`src/inc/irqlv_pkg.sv`:
```
// Constants, register layout and state types of the interrupt and supply monitor block.
// Assumes a single 25 MHz clock and an 8-bit special register port driven by the core.
//
// Summary of operation
// - Low supply flag rises when supply drops below the selected 1.8V to 4.0V threshold.
// - Entering sleep forces the supply monitor off even with its enable set.
// - The low supply flag is not filtered and may toggle near the threshold.
// - The low supply request belongs to multi-function group 1, not a primary line.
// - The low supply request is raised only after a fixed delay past the flag rising.
// - In idle the monitor keeps running; a supply drop sets its flag and wakes.
// - Two external pins, 0 and 1, each have an enable and a request flag.
// - Every source has a writable enable bit and a flag set by hardware.
// - Three primary control registers and two grouped registers feeding the group requests.
// - Pin 1 edge select at bits 3..2: off, rising, falling, both.
// - Pin 0 edge select at bits 1..0 uses the same coding.
// - Bits 7..4 of the edge select register always read as zero.
// - Bit 6 of primary control zero is the group 0 request flag.
// - Bit 5 of primary control zero is the comparator 0 request flag.
// - Bit 4 of primary control zero is pin 0 flag, bit 1 its enable.
// - An enabled pending source requests the core and presents its vector while global enable, bit 0 of primary control zero, is set.
// - A newly set request flag wakes the device from sleep or idle.

package irqlv_pkg;

  // ************************************************************
  // Register map
  // ************************************************************
  localparam int unsigned NUM_REGS    = 7;
  localparam logic [2:0]  REG_MONITOR = 3'h0;
  localparam logic [2:0]  REG_EDGE    = 3'h1;
  localparam logic [2:0]  REG_PRIM0   = 3'h2;
  localparam logic [2:0]  REG_PRIM1   = 3'h3;
  localparam logic [2:0]  REG_PRIM2   = 3'h4;
  localparam logic [2:0]  REG_GROUP0  = 3'h5;
  localparam logic [2:0]  REG_GROUP1  = 3'h6;
  localparam logic [7:0]  REG_RESET   = 8'h00;

  // Writable bits of each register; the rest read as zero or as live state.
  localparam logic [7:0] WMASK [NUM_REGS] = '{8'h17, 8'h0f, 8'h7f, 8'hff, 8'hff, 8'hff, 8'hff};

  // ************************************************************
  // Field positions
  // ************************************************************
  localparam int unsigned MON_FLAG_BIT  = 5;
  localparam int unsigned MON_EN_BIT    = 4;
  localparam int unsigned MON_SEL_LSB   = 0;
  localparam int unsigned PIN1_SEL_LSB  = 2;
  localparam int unsigned PIN0_SEL_LSB  = 0;
  localparam int unsigned GLOBAL_EN_BIT = 0;
  localparam int unsigned SUB_FLAG_LSB  = 4;
  localparam int unsigned SUB_EN_LSB    = 0;
  localparam int unsigned LOWSUP_FLAG_BIT = 6;

  // Edge select coding.
  localparam logic [1:0] EDGE_OFF  = 2'h0;
  localparam logic [1:0] EDGE_RISE = 2'h1;
  localparam logic [1:0] EDGE_FALL = 2'h2;
  localparam logic [1:0] EDGE_BOTH = 2'h3;

  // ************************************************************
  // Primary sources in vector order: pin0, comparator0, group0, adc, time base 0,
  // time base 1, group1, pin1, comparator1, usim, uart.
  // ************************************************************
  localparam int unsigned NUM_SRC = 11;
  localparam logic [2:0] SRC_REG [NUM_SRC] = '{3'h2, 3'h2, 3'h2, 3'h3, 3'h3, 3'h3,
                                               3'h3, 3'h4, 3'h4, 3'h4, 3'h4};
  localparam logic [2:0] SRC_FLAG [NUM_SRC] = '{3'h4, 3'h5, 3'h6, 3'h5, 3'h6, 3'h7,
                                                3'h4, 3'h4, 3'h5, 3'h6, 3'h7};
  localparam logic [2:0] SRC_EN [NUM_SRC] = '{3'h1, 3'h2, 3'h3, 3'h1, 3'h2, 3'h3,
                                              3'h0, 3'h0, 3'h1, 3'h2, 3'h3};

  // ************************************************************
  // Supply thresholds in millivolts, indexed by the threshold select field
  // ************************************************************
  localparam logic [11:0] THRESH_MV [8] = '{12'h708, 12'h7d0, 12'h960, 12'ha8c,
                                            12'hbb8, 12'hce4, 12'he10, 12'hfa0};

  // ************************************************************
  // Timing
  // ************************************************************
  localparam int unsigned CLK_PERIOD_NS        = 40;
  localparam int unsigned MONITOR_IRQ_DELAY_NS = 60000;
  localparam int unsigned MONITOR_IRQ_DELAY_CYC =
    (MONITOR_IRQ_DELAY_NS + CLK_PERIOD_NS - 1) / CLK_PERIOD_NS;

  typedef enum logic [1:0] {MON_OFF, MON_HIGH, MON_WAIT, MON_LOW} irqlv_mon_e;

endpackage : irqlv_pkg

```
`src/hdl/irqlv_top.sv`:
```
// Interrupt flags, enables, grouping and low supply monitor of a small controller.
// Assumes the core drives the 8-bit special register port and acknowledges vectors.
`timescale 1ns/1ns
`default_nettype none

module irqlv_top
#(
  parameter int unsigned MONITOR_DELAY_CYC = irqlv_pkg::MONITOR_IRQ_DELAY_CYC
)
(
  input  wire logic        clock_i,
  input  wire logic        resetn_i,
  input  wire logic [2:0]  sfr_addr_i,
  input  wire logic        sfr_wr_i,
  input  wire logic        sfr_rd_i,
  input  wire logic [7:0]  sfr_wdata_i,
  output logic      [7:0]  sfr_rdata_o,
  input  wire logic [1:0]  external_irq_pin_i,
  input  wire logic [1:0]  comparator_evt_i,
  input  wire logic [1:0]  time_base_evt_i,
  input  wire logic        adc_evt_i,
  input  wire logic        usim_evt_i,
  input  wire logic        uart_evt_i,
  input  wire logic [3:0]  timer_group0_evt_i,
  input  wire logic [1:0]  timer_group1_evt_i,
  input  wire logic        eeprom_evt_i,
  input  wire logic        supply_below_i,
  input  wire logic        sleep_i,
  input  wire logic        idle_i,
  input  wire logic        irq_ack_i,
  output logic             irq_req_o,
  output logic      [3:0]  irq_vector_o,
  output logic             wake_o,
  output logic             supply_monitor_on_o,
  output logic      [11:0] supply_threshold_mv_o
);

  localparam int unsigned NR = irqlv_pkg::NUM_REGS;
  localparam int unsigned NS = irqlv_pkg::NUM_SRC;

  // ************************************************************
  // Helpers
  // ************************************************************
  function automatic logic reg_hit(input logic [2:0] addr, input int unsigned idx);
    reg_hit = (addr == 3'(idx));
  endfunction : reg_hit

  function automatic logic group_any(input logic [7:0] r);
    group_any = |(r[irqlv_pkg::SUB_FLAG_LSB +: 4] & r[irqlv_pkg::SUB_EN_LSB +: 4]);
  endfunction : group_any

  // ************************************************************
  // Declarations
  // ************************************************************
  logic [7:0]    reg_q [NR];
  logic [7:0]    reg_d [NR];
  logic [7:0]    set_v [NR];
  logic [7:0]    clr_v [NR];
  logic [1:0]    pin_edge;
  logic          low_supply_flag;
  logic          low_supply_irq;
  logic          monitor_on;
  logic [NS-1:0] src_flag;
  logic [NS-1:0] src_en;
  logic [NS-1:0] src_pend;
  logic          any_pend;
  logic [3:0]    pend_vec;
  logic          new_flag;
  logic [7:0]    rdata;

  // ************************************************************
  // External pin edge detectors
  // ************************************************************
  // Pins must arrive already synchronised.
  for (genvar p = 0; p < 2; p++)
  begin : g_pin
    irqlv_edge_detect u_edge
    (
      .clock_i  (clock_i),
      .resetn_i (resetn_i),
      .pin_i    (external_irq_pin_i[p]),
      .sel_i    (reg_q[irqlv_pkg::REG_EDGE][2*p +: 2]),
      .edge_o   (pin_edge[p])
    );
  end

  // ************************************************************
  // Supply monitor
  // ************************************************************
  // Sleep overrides the enable in here.
  irqlv_supply_monitor
  #(
    .DELAY_CYC (MONITOR_DELAY_CYC)
  )
  u_monitor
  (
    .clock_i  (clock_i),
    .resetn_i (resetn_i),
    .enable_i (reg_q[irqlv_pkg::REG_MONITOR][irqlv_pkg::MON_EN_BIT]),
    .sleep_i  (sleep_i),
    .below_i  (supply_below_i),
    .on_o     (monitor_on),
    .flag_o   (low_supply_flag),
    .irq_o    (low_supply_irq)
  );

  // ************************************************************
  // Hardware set events
  // ************************************************************
  always_comb
  begin
    for (int i = 0; i < NR; i++)
    begin
      set_v[i] = 8'h00;
    end
    // Event inputs are one-cycle pulses.
    set_v[irqlv_pkg::REG_PRIM0][4] = pin_edge[0];
    set_v[irqlv_pkg::REG_PRIM0][5] = comparator_evt_i[0];
    set_v[irqlv_pkg::REG_PRIM0][6] = group_any(reg_q[irqlv_pkg::REG_GROUP0]);
    set_v[irqlv_pkg::REG_PRIM1][4] = group_any(reg_q[irqlv_pkg::REG_GROUP1]);
    set_v[irqlv_pkg::REG_PRIM1][5] = adc_evt_i;
    set_v[irqlv_pkg::REG_PRIM1][6] = time_base_evt_i[0];
    set_v[irqlv_pkg::REG_PRIM1][7] = time_base_evt_i[1];
    set_v[irqlv_pkg::REG_PRIM2][4] = pin_edge[1];
    set_v[irqlv_pkg::REG_PRIM2][5] = comparator_evt_i[1];
    set_v[irqlv_pkg::REG_PRIM2][6] = usim_evt_i;
    set_v[irqlv_pkg::REG_PRIM2][7] = uart_evt_i;
    set_v[irqlv_pkg::REG_GROUP0][7:4] = timer_group0_evt_i;
    set_v[irqlv_pkg::REG_GROUP1][5:4] = timer_group1_evt_i;
    set_v[irqlv_pkg::REG_GROUP1][irqlv_pkg::LOWSUP_FLAG_BIT] = low_supply_irq;
    set_v[irqlv_pkg::REG_GROUP1][7] = eeprom_evt_i;
  end

  // ************************************************************
  // Acknowledge clears the flag of the vector being serviced
  // ************************************************************
  always_comb
  begin
    // Sub-flags are left for software.
    for (int i = 0; i < NR; i++)
    begin
      clr_v[i] = 8'h00;
    end
    for (int k = 0; k < NS; k++)
    begin
      if (irq_ack_i && irq_req_o && irq_vector_o == 4'(k))
      begin
        clr_v[irqlv_pkg::SRC_REG[k]][irqlv_pkg::SRC_FLAG[k]] = 1'b1;
      end
    end
  end

  // ************************************************************
  // Register storage
  // ************************************************************
  // A hardware set in the same cycle as a software or acknowledge clear wins,
  // so an event arriving during the clear is never lost.
  for (genvar r = 0; r < NR; r++)
  begin : g_reg
    always_comb
    begin
      reg_d[r] = reg_q[r];
      if (sfr_wr_i && reg_hit(sfr_addr_i, r))
      begin
        reg_d[r] = (sfr_wdata_i & irqlv_pkg::WMASK[r]) | (reg_q[r] & ~irqlv_pkg::WMASK[r]);
      end
      reg_d[r] = (reg_d[r] & ~clr_v[r]) | set_v[r];
    end

    always_ff @(posedge clock_i or negedge resetn_i)
    begin
      if (!resetn_i)
      begin
        reg_q[r] <= irqlv_pkg::REG_RESET;
      end
      else
      begin
        reg_q[r] <= reg_d[r];
      end
    end
  end

  // ************************************************************
  // Pending sources and priority
  // ************************************************************
  // Vector order lives in the package.
  for (genvar k = 0; k < NS; k++)
  begin : g_src
    assign src_flag[k] = reg_q[irqlv_pkg::SRC_REG[k]][irqlv_pkg::SRC_FLAG[k]];
    assign src_en[k]   = reg_q[irqlv_pkg::SRC_REG[k]][irqlv_pkg::SRC_EN[k]];
    assign src_pend[k] = src_flag[k] & src_en[k];
  end

  // Lowest vector number is serviced first.
  always_comb
  begin
    pend_vec = 4'h0;
    for (int k = NS - 1; k >= 0; k--)
    begin
      if (src_pend[k])
      begin
        pend_vec = 4'(k);
      end
    end
  end

  // Flags still latch while global is off.
  assign any_pend = (|src_pend) & reg_q[irqlv_pkg::REG_PRIM0][irqlv_pkg::GLOBAL_EN_BIT];

  always_ff @(posedge clock_i or negedge resetn_i)
  begin
    if (!resetn_i)
    begin
      irq_req_o    <= 1'b0;
      irq_vector_o <= 4'h0;
    end
    else
    begin
      irq_req_o    <= any_pend;
      irq_vector_o <= pend_vec;
    end
  end

  // ************************************************************
  // Wake-up
  // ************************************************************
  // Only a flag going from clear to set wakes the device, which lets software
  // mask a wake source by setting its flag beforehand.
  always_comb
  begin
    new_flag = 1'b0;
    for (int i = 0; i < NR; i++)
    begin
      new_flag = new_flag | (|(set_v[i] & ~reg_q[i] & 8'hf0));
    end
  end

  always_ff @(posedge clock_i or negedge resetn_i)
  begin
    if (!resetn_i)
    begin
      wake_o <= 1'b0;
    end
    else
    begin
      wake_o <= (sleep_i | idle_i) & new_flag;
    end
  end

  // ************************************************************
  // Register read
  // ************************************************************
  always_comb
  begin
    rdata = 8'h00;
    for (int i = 0; i < NR; i++)
    begin
      if (reg_hit(sfr_addr_i, i))
      begin
        rdata = reg_q[i] & irqlv_pkg::WMASK[i];
      end
    end
    // The live flag bit is never stored.
    if (reg_hit(sfr_addr_i, irqlv_pkg::REG_MONITOR))
    begin
      rdata[irqlv_pkg::MON_FLAG_BIT] = low_supply_flag;
    end
  end

  always_ff @(posedge clock_i or negedge resetn_i)
  begin
    // Data holds so the core may read late.
    if (!resetn_i)
    begin
      sfr_rdata_o <= 8'h00;
    end
    else if (sfr_rd_i)
    begin
      sfr_rdata_o <= rdata;
    end
  end

  // ************************************************************
  // Analog side of the supply monitor
  // ************************************************************
  always_ff @(posedge clock_i or negedge resetn_i)
  begin
    if (!resetn_i)
    begin
      supply_monitor_on_o   <= 1'b0;
      supply_threshold_mv_o <= irqlv_pkg::THRESH_MV[0];
    end
    else
    begin
      supply_monitor_on_o   <= monitor_on;
      // The lag is far below analog settling.
      supply_threshold_mv_o <= irqlv_pkg::THRESH_MV[reg_q[irqlv_pkg::REG_MONITOR][2:0]];
    end
  end

endmodule : irqlv_top
`default_nettype wire

```
`src/hdl/irqlv_edge_detect.sv`:
```
// External pin edge detector with a two-bit edge select.
// Assumes the pin is already synchronous to the clock.
`timescale 1ns/1ns
`default_nettype none

module irqlv_edge_detect
(
  input  wire logic       clock_i,
  input  wire logic       resetn_i,
  input  wire logic       pin_i,
  input  wire logic [1:0] sel_i,
  output logic            edge_o
);

  logic prev_q;
  logic primed_q;

  // The first sample after reset only primes the history, so a pin that is
  // already high is not mistaken for a rising edge.
  always_ff @(posedge clock_i or negedge resetn_i)
  begin
    if (!resetn_i)
    begin
      prev_q   <= 1'b0;
      primed_q <= 1'b0;
    end
    else
    begin
      prev_q   <= pin_i;
      primed_q <= 1'b1;
    end
  end

  always_comb
  begin
    edge_o = 1'b0;
    if (primed_q)
    begin
      unique case (sel_i)
        irqlv_pkg::EDGE_OFF:  edge_o = 1'b0;
        irqlv_pkg::EDGE_RISE: edge_o = pin_i & ~prev_q;
        irqlv_pkg::EDGE_FALL: edge_o = ~pin_i & prev_q;
        irqlv_pkg::EDGE_BOTH: edge_o = pin_i ^ prev_q;
      endcase
    end
  end

endmodule : irqlv_edge_detect
`default_nettype wire

```
`src/hdl/irqlv_supply_monitor.sv`:
```
// Low supply monitor: output flag and delayed request pulse.
// Assumes the analog comparator result arrives synchronous to the clock.
`timescale 1ns/1ns
`default_nettype none

module irqlv_supply_monitor
#(
  parameter int unsigned DELAY_CYC = irqlv_pkg::MONITOR_IRQ_DELAY_CYC
)
(
  input  wire logic clock_i,
  input  wire logic resetn_i,
  input  wire logic enable_i,
  input  wire logic sleep_i,
  input  wire logic below_i,
  output logic      on_o,
  output logic      flag_o,
  output logic      irq_o
);

  localparam int unsigned CW = $clog2(DELAY_CYC + 1);

  irqlv_pkg::irqlv_mon_e state_q;
  logic [CW-1:0]         count_q;
  logic                  active;

  assign active = enable_i & ~sleep_i;

  always_ff @(posedge clock_i or negedge resetn_i)
  begin
    if (!resetn_i)
    begin
      state_q <= irqlv_pkg::MON_OFF;
      count_q <= '0;
      irq_o   <= 1'b0;
    end
    else
    begin
      irq_o <= 1'b0;
      if (!active)
        state_q <= irqlv_pkg::MON_OFF;
      else
      begin
        unique case (state_q)
          irqlv_pkg::MON_OFF, irqlv_pkg::MON_HIGH:
          begin
            count_q <= '0;
            state_q <= below_i ? irqlv_pkg::MON_WAIT : irqlv_pkg::MON_HIGH;
          end
          irqlv_pkg::MON_WAIT:
          begin
            // Each dip restarts the wait; no filtering of the flag itself.
            if (!below_i)
              state_q <= irqlv_pkg::MON_HIGH;
            else if (count_q == CW'(DELAY_CYC - 1))
            begin
              irq_o   <= 1'b1;
              state_q <= irqlv_pkg::MON_LOW;
            end
            else
              count_q <= count_q + 1'b1;
          end
          irqlv_pkg::MON_LOW:
            if (!below_i)
              state_q <= irqlv_pkg::MON_HIGH;
        endcase
      end
    end
  end

  always_ff @(posedge clock_i or negedge resetn_i)
  begin
    if (!resetn_i)
    begin
      on_o   <= 1'b0;
      flag_o <= 1'b0;
    end
    else
    begin
      on_o   <= active;
      flag_o <= active & below_i;
    end
  end

endmodule : irqlv_supply_monitor
`default_nettype wire

```
`config.mk`:
```
export PLATFORM = sky130hd
export DESIGN_NAME = irqlv_top
export DESIGN_NICKNAME = d
export VERILOG_FILES = /design/src/inc/irqlv_pkg.sv /design/src/hdl/irqlv_top.sv /design/src/hdl/irqlv_edge_detect.sv /design/src/hdl/irqlv_supply_monitor.sv
export SDC_FILE = /design/constraint.sdc
export NUM_CORES = 1
export LEC_CHECK = 0
export BUFFER_PORTS_ARGS = -buffer_cell sky130_fd_sc_hd__buf_2
export CAP_MARGIN = 20
export CORE_ASPECT_RATIO = 0.5
export CORE_MARGIN = 10
export CORE_UTILIZATION = 45
export CTS_CLUSTER_SIZE = 30
export DETAILED_ROUTE_END_ITERATION = 10
export PLACE_DENSITY = 0.77
export SYNTH_ARGS = -nofsm -noshare
export SYNTH_HDL_FRONTEND = slang
export SYNTH_SLANG_ARGS = --single-unit
export TNS_END_PERCENT = 1
```
`constraint.sdc`:
```
create_clock -name clock_i -period 5.2 [get_ports clock_i]
set_clock_uncertainty 0.1 [all_clocks]
set_input_delay 0.26 -clock clock_i [delete_from_list [all_inputs] [get_ports clock_i]]
set_output_delay 0.26 -clock clock_i [all_outputs]
set_load 0.1 [all_outputs]
```
# Word-level counts from Yosys, hierarchy flattened
# Memories as Yosys holds them, arrays and structs flattened. A register that Yosys moved wholly into a read port is not among the register bits.
# Index checks and enable logic that the tools add are counted.
# Widths: inputs -> output; s select.
[totals]
ff_bits = 90
romBits = 96
input_bits = 35
output_inout_bits = 27
word_cells = 199
memories = 1
[op_classes]
add_sub_neg = 1
eq_ne = 30
muxes = 52
bitwise = 58
n_reduce_logical = 37
[memory_table]
columns = ["memory", "depth", "word_bits", "rd", "rd_clocked_by_memory_dff", "write_ports", "line", "text"]
rows = [
  ["(name not given)", 8, 12, 1, 1, 0, "irqlv_top.sv:297", "supply_threshold_mv_o <= irqlv_pkg::THRESH_MV[reg_q[irqlv_pkg::REG_MONITOR][2:0]];"],
]
[ops]
columns = ["op", "count"]
rows = [
  ["$mux 8", 9],
  ["$and 8x8->8", 7],
  ["$not 8->8", 7],
  ["$mux 4", 11],
  ["$or 8x8->8", 4],
  ["$reduce_or 4->1", 7],
  ["$mux 11", 2],
  ["$pmux 11 s2", 1],
  ["$and 1x1->1", 19],
  ["$logic_and 1x1->1", 19],
  ["$mux 1", 18],
  ["$eq 4x3->1 const B", 4],
  ["$eq 2x2->1 const B", 6],
  ["$eq 4x4->1 const B", 3],
  ["$add 11x1->11 const B", 1],
  ["$eq 11x11->1 const B", 1],
  ["$reduce_or 11->1", 1],
  ["$mux 2", 5],
  ["$mux 5", 2],
  ["$eq 3x3->1 const B", 3],
  ["$and 4x4->4", 2],
  ["$and 7x8->8", 1],
  ["$eq 4x2->1 const B", 2],
  ["$not 7->8", 1],
  ["26 further kinds", 42],
]

# Depth between registers and ports, before layout
# Gate-level depths: netlist of the first run.
[depth]
depth_word = 12
ltp_mapped = 7
mapped_depth_nobuf = 7

# Cells and area by module
# Synthesis of the first run repeated with hierarchy kept, for this count alone.
[hier_totals]
cells_unflattened = 466
hier_area_um2 = 4800.9
[by_module_without_submodules]
columns = ["mod", "n_inst", "cells_per_inst", "area_each_um2"]
rows = [
  ["irqlv_top", 1, 356, 3719.8],
  ["irqlv_supply_monitor", 1, 86, 848.3],
  ["irqlv_edge_detect", 2, 12, 116.4],
]

# Least setup slack after synthesis of the first run
# Ideal clock, no wire load.
[synth_path]
path_type = "flip-flop to flip-flop"
startpoint = "register irq_req_o"
endpoint = "register reg_q[36] (netlist name)"
setup_ns = 0.130
arrival_time_ns = 1.650
slack_ns = 3.319
stages_incl_launch_ff = 5
path_buffers = 0
path_cell_list = "dfrtp_1 -> nand2_1 -> or3_1 -> nor3_1 -> o21ai_0"
[synth_rtl]
columns = ["element", "line", "text"]
rows = [
  ["from (decl)", "irqlv_top.sv:31", "output logic irq_req_o,"],
  ["from (signal assigned)", "irqlv_top.sv:219", "irq_req_o <= any_pend;"],
  ["to (signal, indexed assignment)", "irqlv_top.sv:174", "reg_q[r] <= irqlv_pkg::REG_RESET;"],
  ["to (signal, indexed assignment)", "irqlv_top.sv:178", "reg_q[r] <= reg_d[r];"],
  ["to (decl)", "irqlv_top.sv:55", "logic [7:0] reg_q [NR];"],
]

# Final worst setup path of the first run
[layout_path]
startpoint = "input external_irq_pin_i[1]"
endpoint = "register wake_o"
[layout_via]
elab_chain_len = 10
elab_cells_between_ends = 12
cone_classes = "mux (2); bitwise (9); reduce/logical (1)"
[layout_rtl]
columns = ["element", "line", "text"]
rows = [
  ["from (decl)", "irqlv_top.sv:18", "input wire logic [1:0] external_irq_pin_i,"],
  ["$not 1->1", "irqlv_edge_detect.sv:42", "irqlv_pkg::EDGE_FALL: edge_o = ~pin_i & prev_q;"],
  ["$and 1x1->1", "irqlv_edge_detect.sv:42", ""],
  ["$pmux 1 s4 (*)", "irqlv_edge_detect.sv:39", "unique case (sel_i)"],
  ["$mux 1 (*)", "irqlv_edge_detect.sv:37", "if (primed_q)"],
  ["$and 8x8->8 (*)", "irqlv_top.sv:234", "new_flag = new_flag | (|(set_v[i] & ~reg_q[i] & 8'hf0));"],
  ["$reduce_or 4->1 (*)", "irqlv_top.sv:234", ""],
  ["$or 1x1->1 (*) (3 in series)", "irqlv_top.sv:234", ""],
  ["$and 1x1->1 (*)", "irqlv_top.sv:246", "wake_o <= (sleep_i | idle_i) & new_flag;"],
  ["to (signal assigned)", "irqlv_top.sv:246", ""],
  ["to (decl)", "irqlv_top.sv:33", "output logic wake_o,"],
]
# Mark *: on every way between the ends. The rest lies on a longest branch, timed or not.
# A chain may end at the register's enable or synchronous reset.

==> Implementation_results.wiki, run 1 <==
{| class="wikitable"
! Metric !! Value
|-
| Status || complete, no violations
|-
| Layout Area Growth over Synthesis || 16.89%
|-
| Post-Synth Simple-Gate Area || 13.76%
|-
| CTS tree || built
|-
| Final worst-path cycle share || 39.24%
|-
| Arr. time, crit path || 2.17 ns
|-
| Worst setup EP type || flip-flop
|-
| Leakage power || 2.503 nW
|-
| Clock root buffer || sky130_fd_sc_hd__clkbuf_16
|-
| Reg clk slew, reported paths || 0.07 ns
|-
| Share of synthesized cell area in full adder, half adder and majority cells || 3.541%
|-
| DRT antenna net count || 0
|-
| Cell-by-cell trace of the critical path || dlygate4sd3_1 > buf_2 > inv_1 > ha_1 > nor2b_1 > o21ai_0 > o21ai_0 > nor3b_1 > o32a_1
|-
| Reg2reg path depth || 5
|-
| Launching element of the worst setup path || external_irq_pin_i[1]
|-
| Total number of placement rows || 25
|-
| Mux contribution to synthesized area || 14.52%
|-
| Cell Pwr Density || 439.3 nW/µm²
|-
| Gr usage total || 15.72%
|-
| Synth Register Bits || 91
|-
| Grt ovf || 0
|-
| Worst-Skew Late Latency || 0.35 ns
|-
| Worst path most repeated cell || sky130_fd_sc_hd__o21ai_0
|-
| Number of warnings issued by yosys || 0
|-
| Vias per std cell || 5.569
|-
| CP Launch Type || input port
|-
| Post-cts gate resize count || 0
|-
| Detailed Routing Iterations Pass 1 || 5
|-
| Most used DFF post-synth || sky130_fd_sc_hd__dfrtp_1
|-
| Type of the worst setup path || input port to flip-flop
|-
| Post-detailed-placement half-perimeter wirelength || 8625 µm
|-
| Detailed-route via count || 3581
|-
| Slew @ Worst Pin || 0.6572 ns
|-
| Setup repair after global routing missed its margin || false
|-
| Register area share after synthesis || 49.69%
|-
| Total wire length || 11690 µm
|-
| Global-route wire length before repair || 18790 µm
|-
| Headroom to the max-slew limit || 55.99%
|-
| Maximum clock path buffer count || 2
|-
| Capture point of the critical path || wake_o
|-
| Reg-to-reg setup timing slack || 3.32 ns
|-
| Crit path max fanout || 3
|-
| Initial cell density of the core || 47.37%
|-
| Share of synthesized registers carrying an async set or reset || 100.0%
|-
| Post-route DRC || 0
|-
| Count of buffers inserted at the top-level ports || 59
|-
| RePlAce Congestion || 0.9329
|-
| Data required time at the worst endpoint || 5.33 ns
|-
| Count of H-tree levels built during CTS || 3
|-
| Final Setup Violations || 0
|-
| Num ports || 62
|-
| Min cycle time layout || 2.041 ns
|-
| Area fraction in compound gates after synthesis || 12.72%
|-
| Main combinational cell family by area after synthesis || multiplexers
|-
| Path class of the lowest-slack min-delay path || input port to flip-flop
|-
| Top achievable clock speed || 0.4901 GHz
|-
| Count of flip-flops with a built-in enable after synthesis || 0
|-
| Placed instance area || 5006 µm²
|-
| Horizontal die dimension || 162.9 µm
|-
| Maximum Capacitance Violations || 0
|-
| Net total in the final layout || 551
|-
| Fraction of synthesized cell area in xor and xnor cells || 1.335%
|-
| Count of inserted antenna diode cells || 0
|-
| Post-synthesis instance area || 4593 µm²
|-
| Count of mapped cells out of synthesis || 439
|-
| Crit Reg-Reg Endpoint || wake_o
|-
| DRT iter0 DRCs || 279
|-
| Worst ir drop on vdd || 0.1824 mV
|-
| Initial antenna violation count || 0
|-
| Cell at the slowest stage of the critical path || sky130_fd_sc_hd__dlygate4sd3_1
|-
| Die Footprint || 14890 µm²
|-
| Number of hold violations in the final report || 0
|-
| Layout cell share with drive strength beyond 1 || 23.82%
|-
| Total clock sinks || 91
|-
| Overall die height || 91.44 µm
|-
| Total clock buffers created by CTS || 9
|-
| Area of the core || 9697 µm²
|-
| Final slew viol count || 0
|-
| Delay of the slowest cell on the worst path || 0.52 ns
|-
| Largest net degree at the start of global routing || 84
|-
| Average size of a mapped cell || 10.46 µm²
|-
| Count of different cell masters after synthesis || 50
|-
| Worst R2R Start || reg_q[4]
|-
| WL per Instance || 18.18 µm
|-
| Via count of the first global-routing pass || 3539
|-
| Post-route standard cell area excluding fillers || 5369 µm²
|-
| Post-Route Setup TNS || 0 ns
|}
[power by group]
group	leakage (nW)	total [mW]	internal (mW)	switching, mW
sequential	1.07	0.946	0.830	0.116
clock	0.147	0.638	0.337	0.301
combinational	1.29	0.774	0.193	0.581
[cell usage in the layout (no fill, tap or decap), drive strengths merged, types with 5 or more instances in the layout]
cell / Yosys / layout
a22o: 7 / 7
nor2b: 12 / 12
ha: 13 / 13
buf: 8 / 61
mux2: 33 / 33
inv: 35 / 38
dfrtp: 87 / 87
o21ai: 28 / 28
a221oi: 6 / 6
a21oi: 16 / 16
nor3b: 5 / 5
nand3: 8 / 8
nor3: 8 / 8
nand2: 35 / 35
o22ai: 5 / 5
nor2: 36 / 36
nand2b: 5 / 5
clkbuf: 5 / 9
mux2i: 25 / 25
o211ai: 8 / 8
[worst max-delay path: cells and delay by family]
kind	cells	cell delay (ns)
adder cells (fa/ha/maj)	1	0.27
AND/OR/NAND/NOR	2	0.26
buffers and inverters	3	0.68
AO/OA/AOI/OAI	3	0.71
[metrics by stage]
stage                     total power [mW]  setup slack (ns)  util (%)  hold WS [ns]  cells
after global routing                 2.468             3.056     55.37       0.01781    643
after floorplan                      1.543             3.319         -       -0.1356    440
after CTS                            2.373             3.214     55.08      0.002711    642
after global placement               1.715             3.212     51.63      -0.01800    622
final                                2.359             3.159     55.37      0.006626    643
after detailed placement             1.726             3.168     51.63      -0.01597    622
[area by class of cell]
type,count,area (µm²)
fillers,860,4328
flip-flops and latches,91,2282
multi-input cells,301,2118
repair buffers,65,372.9
clock buffers,9,225.2
well taps,135,168.9
inverters,35,131.4
clock inverters,7,70.07
[timing repair]
action | 4_1_cts | 5_1_grt
endpoints found under the hold margin | 11 | 0
hold buffers | 4 | 0
setup buffers | 0 | 0
[worst min path at each step]
stage,start,endpoint,slack [ns],cells past startpoint
floorplan,resetn_i,g_pin[0].u_edge.prev_q,-0.14,0
global placement,resetn_i,u_monitor.count_q[10],-0.02,1
detailed placement,resetn_i,u_monitor.count_q[10],-0.02,1
CTS,timer_group1_evt_i[0],reg_q[4],0.003,3
global route,timer_group1_evt_i[0],reg_q[4],0.02,3
finish,timer_group1_evt_i[0],reg_q[4],0.007,3
[Yosys cell counts, drive strengths merged (2+ instances only)]
master | n | area [µm²]
mux4 | 2 | 45.04
or3 | 4 | 25.02
buf | 8 | 46.29
mux2i | 25 | 250.2
and2 | 4 | 25.02
a31oi | 2 | 12.51
a21oi | 16 | 80.08
nand4b | 2 | 17.52
mux2 | 33 | 371.6
ha | 13 | 162.7
clkbuf | 5 | 18.77
xor2 | 3 | 26.28
nor2 | 36 | 135.1
a22o | 7 | 62.56
o21a | 2 | 15.01
nand2b | 5 | 31.28
a221oi | 6 | 52.55
a211o | 2 | 17.52
nor3b | 5 | 42.54
nor4 | 3 | 18.77
conb | 2 | 7.510
nand4 | 3 | 18.77
inv | 35 | 131.4
o211ai | 8 | 65.06
o21bai | 3 | 22.52
o2111ai | 2 | 17.52
nand2 | 35 | 131.4
a22oi | 3 | 22.52
dfstp | 4 | 105.1
xnor2 | 4 | 35.03
nor2b | 12 | 75.07
nand3 | 8 | 40.04
o21ai | 28 | 140.1
o22ai | 5 | 31.28
nor3 | 8 | 40.04
dfrtp | 87 | 2177
[registers in the layout, indices dropped and copies added, names as in the netlist, 2 cells and up]
register and flops:
reg_q 47, u_monitor.count_q 11, supply_threshold_mv_o 10, sfr_rdata_o 8
irq_vector_o 4, g_pin.u_edge.prev_q 2, u_monitor.state_q 2
[logic make-up (layout without fill, tap and decap cells)]
family / count (synthesis) / in the layout
compound gates: 89 / 89
buf+inv: 48 / 116
simple gates: 129 / 129
fa+ha+maj: 13 / 13
flops: 91 / 91
xor+xnor: 7 / 7
mux: 60 / 60
other cells: 2 / 3
[routing by layer]
layer | vias to the layer above | GRT usage (%) | share of wire, %
met5 | - | 0 | 0
met4 | 0 | 5.821 | 2.3
met3 | 26 | 4.279 | 7.0
met2 | 127 | 25.68 | 47
met1 | 1755 | 19.51 | 44
li1 | 1673 | - | -
No activity file was read; power rests on OpenSTA's default activity.
==> inputs of run 2 (changes only) <==
--- a/config.mk
+++ b/config.mk
@@ -12,7 +12,7 @@
 export CORE_UTILIZATION = 45
 export CTS_CLUSTER_SIZE = 30
 export DETAILED_ROUTE_END_ITERATION = 10
-export PLACE_DENSITY = 0.77
+export PLACE_DENSITY = 0.79
 export SYNTH_ARGS = -nofsm -noshare
 export SYNTH_HDL_FRONTEND = slang
 export SYNTH_SLANG_ARGS = --single-unit
==> constraint.sdc (replaced) <==
create_clock -name clock_i -period 1.8 [get_ports clock_i]
set_clock_uncertainty 0.1 [all_clocks]
set_input_delay 0.09 -clock clock_i [delete_from_list [all_inputs] [get_ports clock_i]]
set_output_delay 0.09 -clock clock_i [all_outputs]
set_load 0.1 [all_outputs]
==> Implementation_results.wiki, run 2 (synthesized netlist as in run 1, its figures left out) <==
{| class="wikitable"
! Metric !! Value
|-
| Status || complete, but fails checks (was complete, no violations)
|-
| Failing checks || negative setup slack
|-
| Total wire length || 12410 µm (was 11690 µm)
|-
| DRT iter0 DRCs || 246 (was 279)
|-
| Layout Area Growth over Synthesis || 28.96% (was 16.89%)
|-
| Total clock buffers created by CTS || 9 (unchanged)
|-
| Largest net degree at the start of global routing || 37 (was 84)
|-
| Final Setup Violations || 2 (was 0)
|-
| Grt ovf || 0 (unchanged)
|-
| Worst ir drop on vdd || 0.5197 mV (was 0.1824 mV)
|-
| Top flop regs || reg_q x47, u_monitor.count_q x11, supply_threshold_mv_o x10 (unchanged)
|-
| Count of buffers inserted at the top-level ports || 59 (unchanged)
|-
| WL per Instance || 17.70 µm (was 18.18 µm)
|-
| Count of inserted antenna diode cells || 0 (unchanged)
|-
| Vias per std cell || 5.417 (was 5.569)
|-
| Total number of placement rows || 25 (unchanged)
|-
| Total clock sinks || 91 (unchanged)
|-
| Worst-Skew Late Latency || 0.35 ns (about the same)
|-
| Final slew viol count || 0 (unchanged)
|-
| Detailed Routing Iterations Pass 1 || 5 (unchanged)
|-
| Leading cell type in the layout, fill and taps excluded || sky130_fd_sc_hd__dfrtp_1 (unchanged)
|-
| Overall die height || 91.44 µm (unchanged)
|-
| CTS tree || built (unchanged)
|-
| Detailed-route via count || 3797 (was 3581)
|-
| DRT antenna net count || 0 (unchanged)
|-
| Via count of the first global-routing pass || 3780 (was 3539)
|-
| Count of H-tree levels built during CTS || 3 (unchanged)
|-
| Worst setup EP type || flip-flop (unchanged)
|-
| Post-route setup slack || -0.009881 ns (was 3.159 ns)
|-
| Launching element of the worst setup path || u_monitor.count_q[9] (was external_irq_pin_i[1])
|-
| Initial cell density of the core || 47.37% (unchanged)
|-
| Leading cell types in the layout, fill and taps excluded || 86 x sky130_fd_sc_hd__dfrtp_1, 58 x sky130_fd_sc_hd__buf_2, 36 x sky130_fd_sc_hd__nor2_1, 35 x sky130_fd_sc_hd__inv_1, 35 x sky130_fd_sc_hd__nand2_1 (was 87 x sky130_fd_sc_hd__dfrtp_1, 58 x sky130_fd_sc_hd__buf_2, 36 x sky130_fd_sc_hd__nor2_1, 35 x sky130_fd_sc_hd__inv_1, 35 x sky130_fd_sc_hd__nand2_1)
|-
| Global-route wire length before repair || 20020 µm (was 18790 µm)
|-
| Clock root buffer || sky130_fd_sc_hd__clkbuf_16 (unchanged)
|-
| Area of the core || 9697 µm² (unchanged)
|-
| Final worst-path cycle share || 100.5%
|-
| Top achievable clock speed || 0.5525 GHz
|-
| Post-route DRC || 0 (unchanged)
|-
| RePlAce Congestion || 0.9032 (was 0.9329)
|-
| Post-detailed-placement half-perimeter wirelength || 9126 µm (was 8625 µm)
|-
| Initial antenna violation count || 0 (unchanged)
|-
| Path class of the lowest-slack min-delay path || input port to flip-flop (unchanged)
|-
| Net total in the final layout || 609 (was 551)
|-
| CP Launch Type || flip-flop (was input port)
|-
| Slew @ Worst Pin || 0.5613 ns (was 0.6572 ns)
|-
| Leakage power || 2.729 nW (was 2.503 nW)
|-
| Min cycle time layout || 1.810 ns
|-
| Minimum setup slack after placement || -0.05443 ns (was 3.168 ns)
|-
| Headroom to the max-slew limit || 62.44% (was 55.99%)
|-
| FILL cells || 815 (was 860)
|-
| Maximum clock path buffer count || 2 (unchanged)
|-
| Data required time at the worst endpoint || 1.91 ns (was 5.33 ns)
|-
| Maximum Capacitance Violations || 0 (unchanged)
|-
| Num ports || 62 (unchanged)
|-
| Post-Route Setup TNS || -0.01060 ns (was 0 ns)
|-
| Type of the worst setup path || flip-flop to flip-flop (was input port to flip-flop)
|-
| Worst hold path startpoint || sfr_wdata_i[7] (was timer_group1_evt_i[0])
|-
| Number of hold violations in the final report || 0 (unchanged)
|-
| Cell Pwr Density || 1164 nW/µm² (was 439.3 nW/µm²)
|-
| Die Footprint || 14890 µm² (unchanged)
|-
| Flip-flop and latch area || 2283 µm² (was 2282 µm²)
|-
| Worst R2R Start || u_monitor.count_q[9] (was reg_q[4])
|-
| Reg clk slew, reported paths || 0.06 ns (was 0.07 ns)
|-
| Gr usage total || 16.73% (was 15.72%)
|-
| Layout cell share with drive strength beyond 1 || 28.45% (was 23.82%)
|-
| Final Power || 6.894 mW (was 2.359 mW)
|-
| Setup repair after global routing missed its margin || true (was false)
|-
| Horizontal die dimension || 162.9 µm (unchanged)
|-
| Crit path max fanout || 3 (unchanged)
|-
| Max FFs per register || 47 (unchanged)
|-
| Arr. time, crit path || 1.92 ns (was 2.17 ns)
|-
| Worst Hold Slack || 0.01360 ns (was 0.006626 ns)
|-
| Footprint of the multi-input gates || 2168 µm² (was 2118 µm²)
|-
| Largest register by flop count || reg_q (unchanged)
|}
==> run 2: cell types whose count changed in the layout (fill, tap and decap cells not counted), sizes merged <==
| cell | change |
|---|---|
| dlygate4sd3 | +28 |
| buf | +30 |
| clkinvlp | +3 |
| inv | -1 |
| clkinv | -3 |
| clkbuf | +1 |
==> run 2: worst max-delay path, cell delays in order, from the launching register on <==
cell and delay [ns]:
sky130_fd_sc_hd__dfrtp_1 0.37, sky130_fd_sc_hd__or3_4 0.38, sky130_fd_sc_hd__or4_4 0.44, sky130_fd_sc_hd__o211ai_2 0.16, sky130_fd_sc_hd__xor2_1 0.16, sky130_fd_sc_hd__nor2_1 0.06
==> run 2: worst paths after layout <==
path                       slack, ns                   end  cells after the start
hold / removal                  0.01             reg_q[23]                      3
hold reg to reg                 0.25   supply_monitor_on_o                      0
setup reg to reg               -0.01  u_monitor.count_q[2]                      5
max in group asynchronous       0.89              reg_q[7]                      3
min in group asynchronous       0.13  u_monitor.count_q[7]                      2
setup / recovery               -0.01  u_monitor.count_q[2]                      5
==> run 2: per-layer routing <==
layer | up-vias | wire (µm) | track usage [%] | part of all wire (%)
met4 | 0 | 226 | 4.776 | 1.8
met2 | 128 | 5819 | 27.13 | 47
met5 | - | 0 | 0 | 0
li1 | 1788 | - | - | -
met3 | 25 | 884 | 4.730 | 7.1
met1 | 1856 | 5477 | 21.32 | 44
==> run 2: area by class of cell <==
type	instances	area share, %
tap	135	2.852
inverter	35	2.218
clock inverter	6	0.8238
clock buffer	10	4.035
sequential	91	38.55
multi-input combinational	301	36.61
timing repair buffer	123	14.91
==> run 2: where the power goes <==
part	switching, mW	internal, mW
Combinational	1.74	0.643
Sequential	0.296	2.40
Clock	0.827	0.985
Total	2.87	4.03
==> run 2: through the flow <==
step                utilization (%)  cell area [µm²]  std cells
global route                  61.08             5923        701
CTS                           60.70             5886        701
floorplan                         -             4598        440
finish                        61.08             5923        701
detailed placement            54.22             5258        652
global placement              54.22             5258        652
==> run 2: timing repair <==
item	in CTS	in global routing
gates resized for setup	2	8
hold buffers	32	0
setup buffers	1	0
endpoints found under the setup margin	4	12
pin swaps	3	1
hold endpoints to repair	107	0
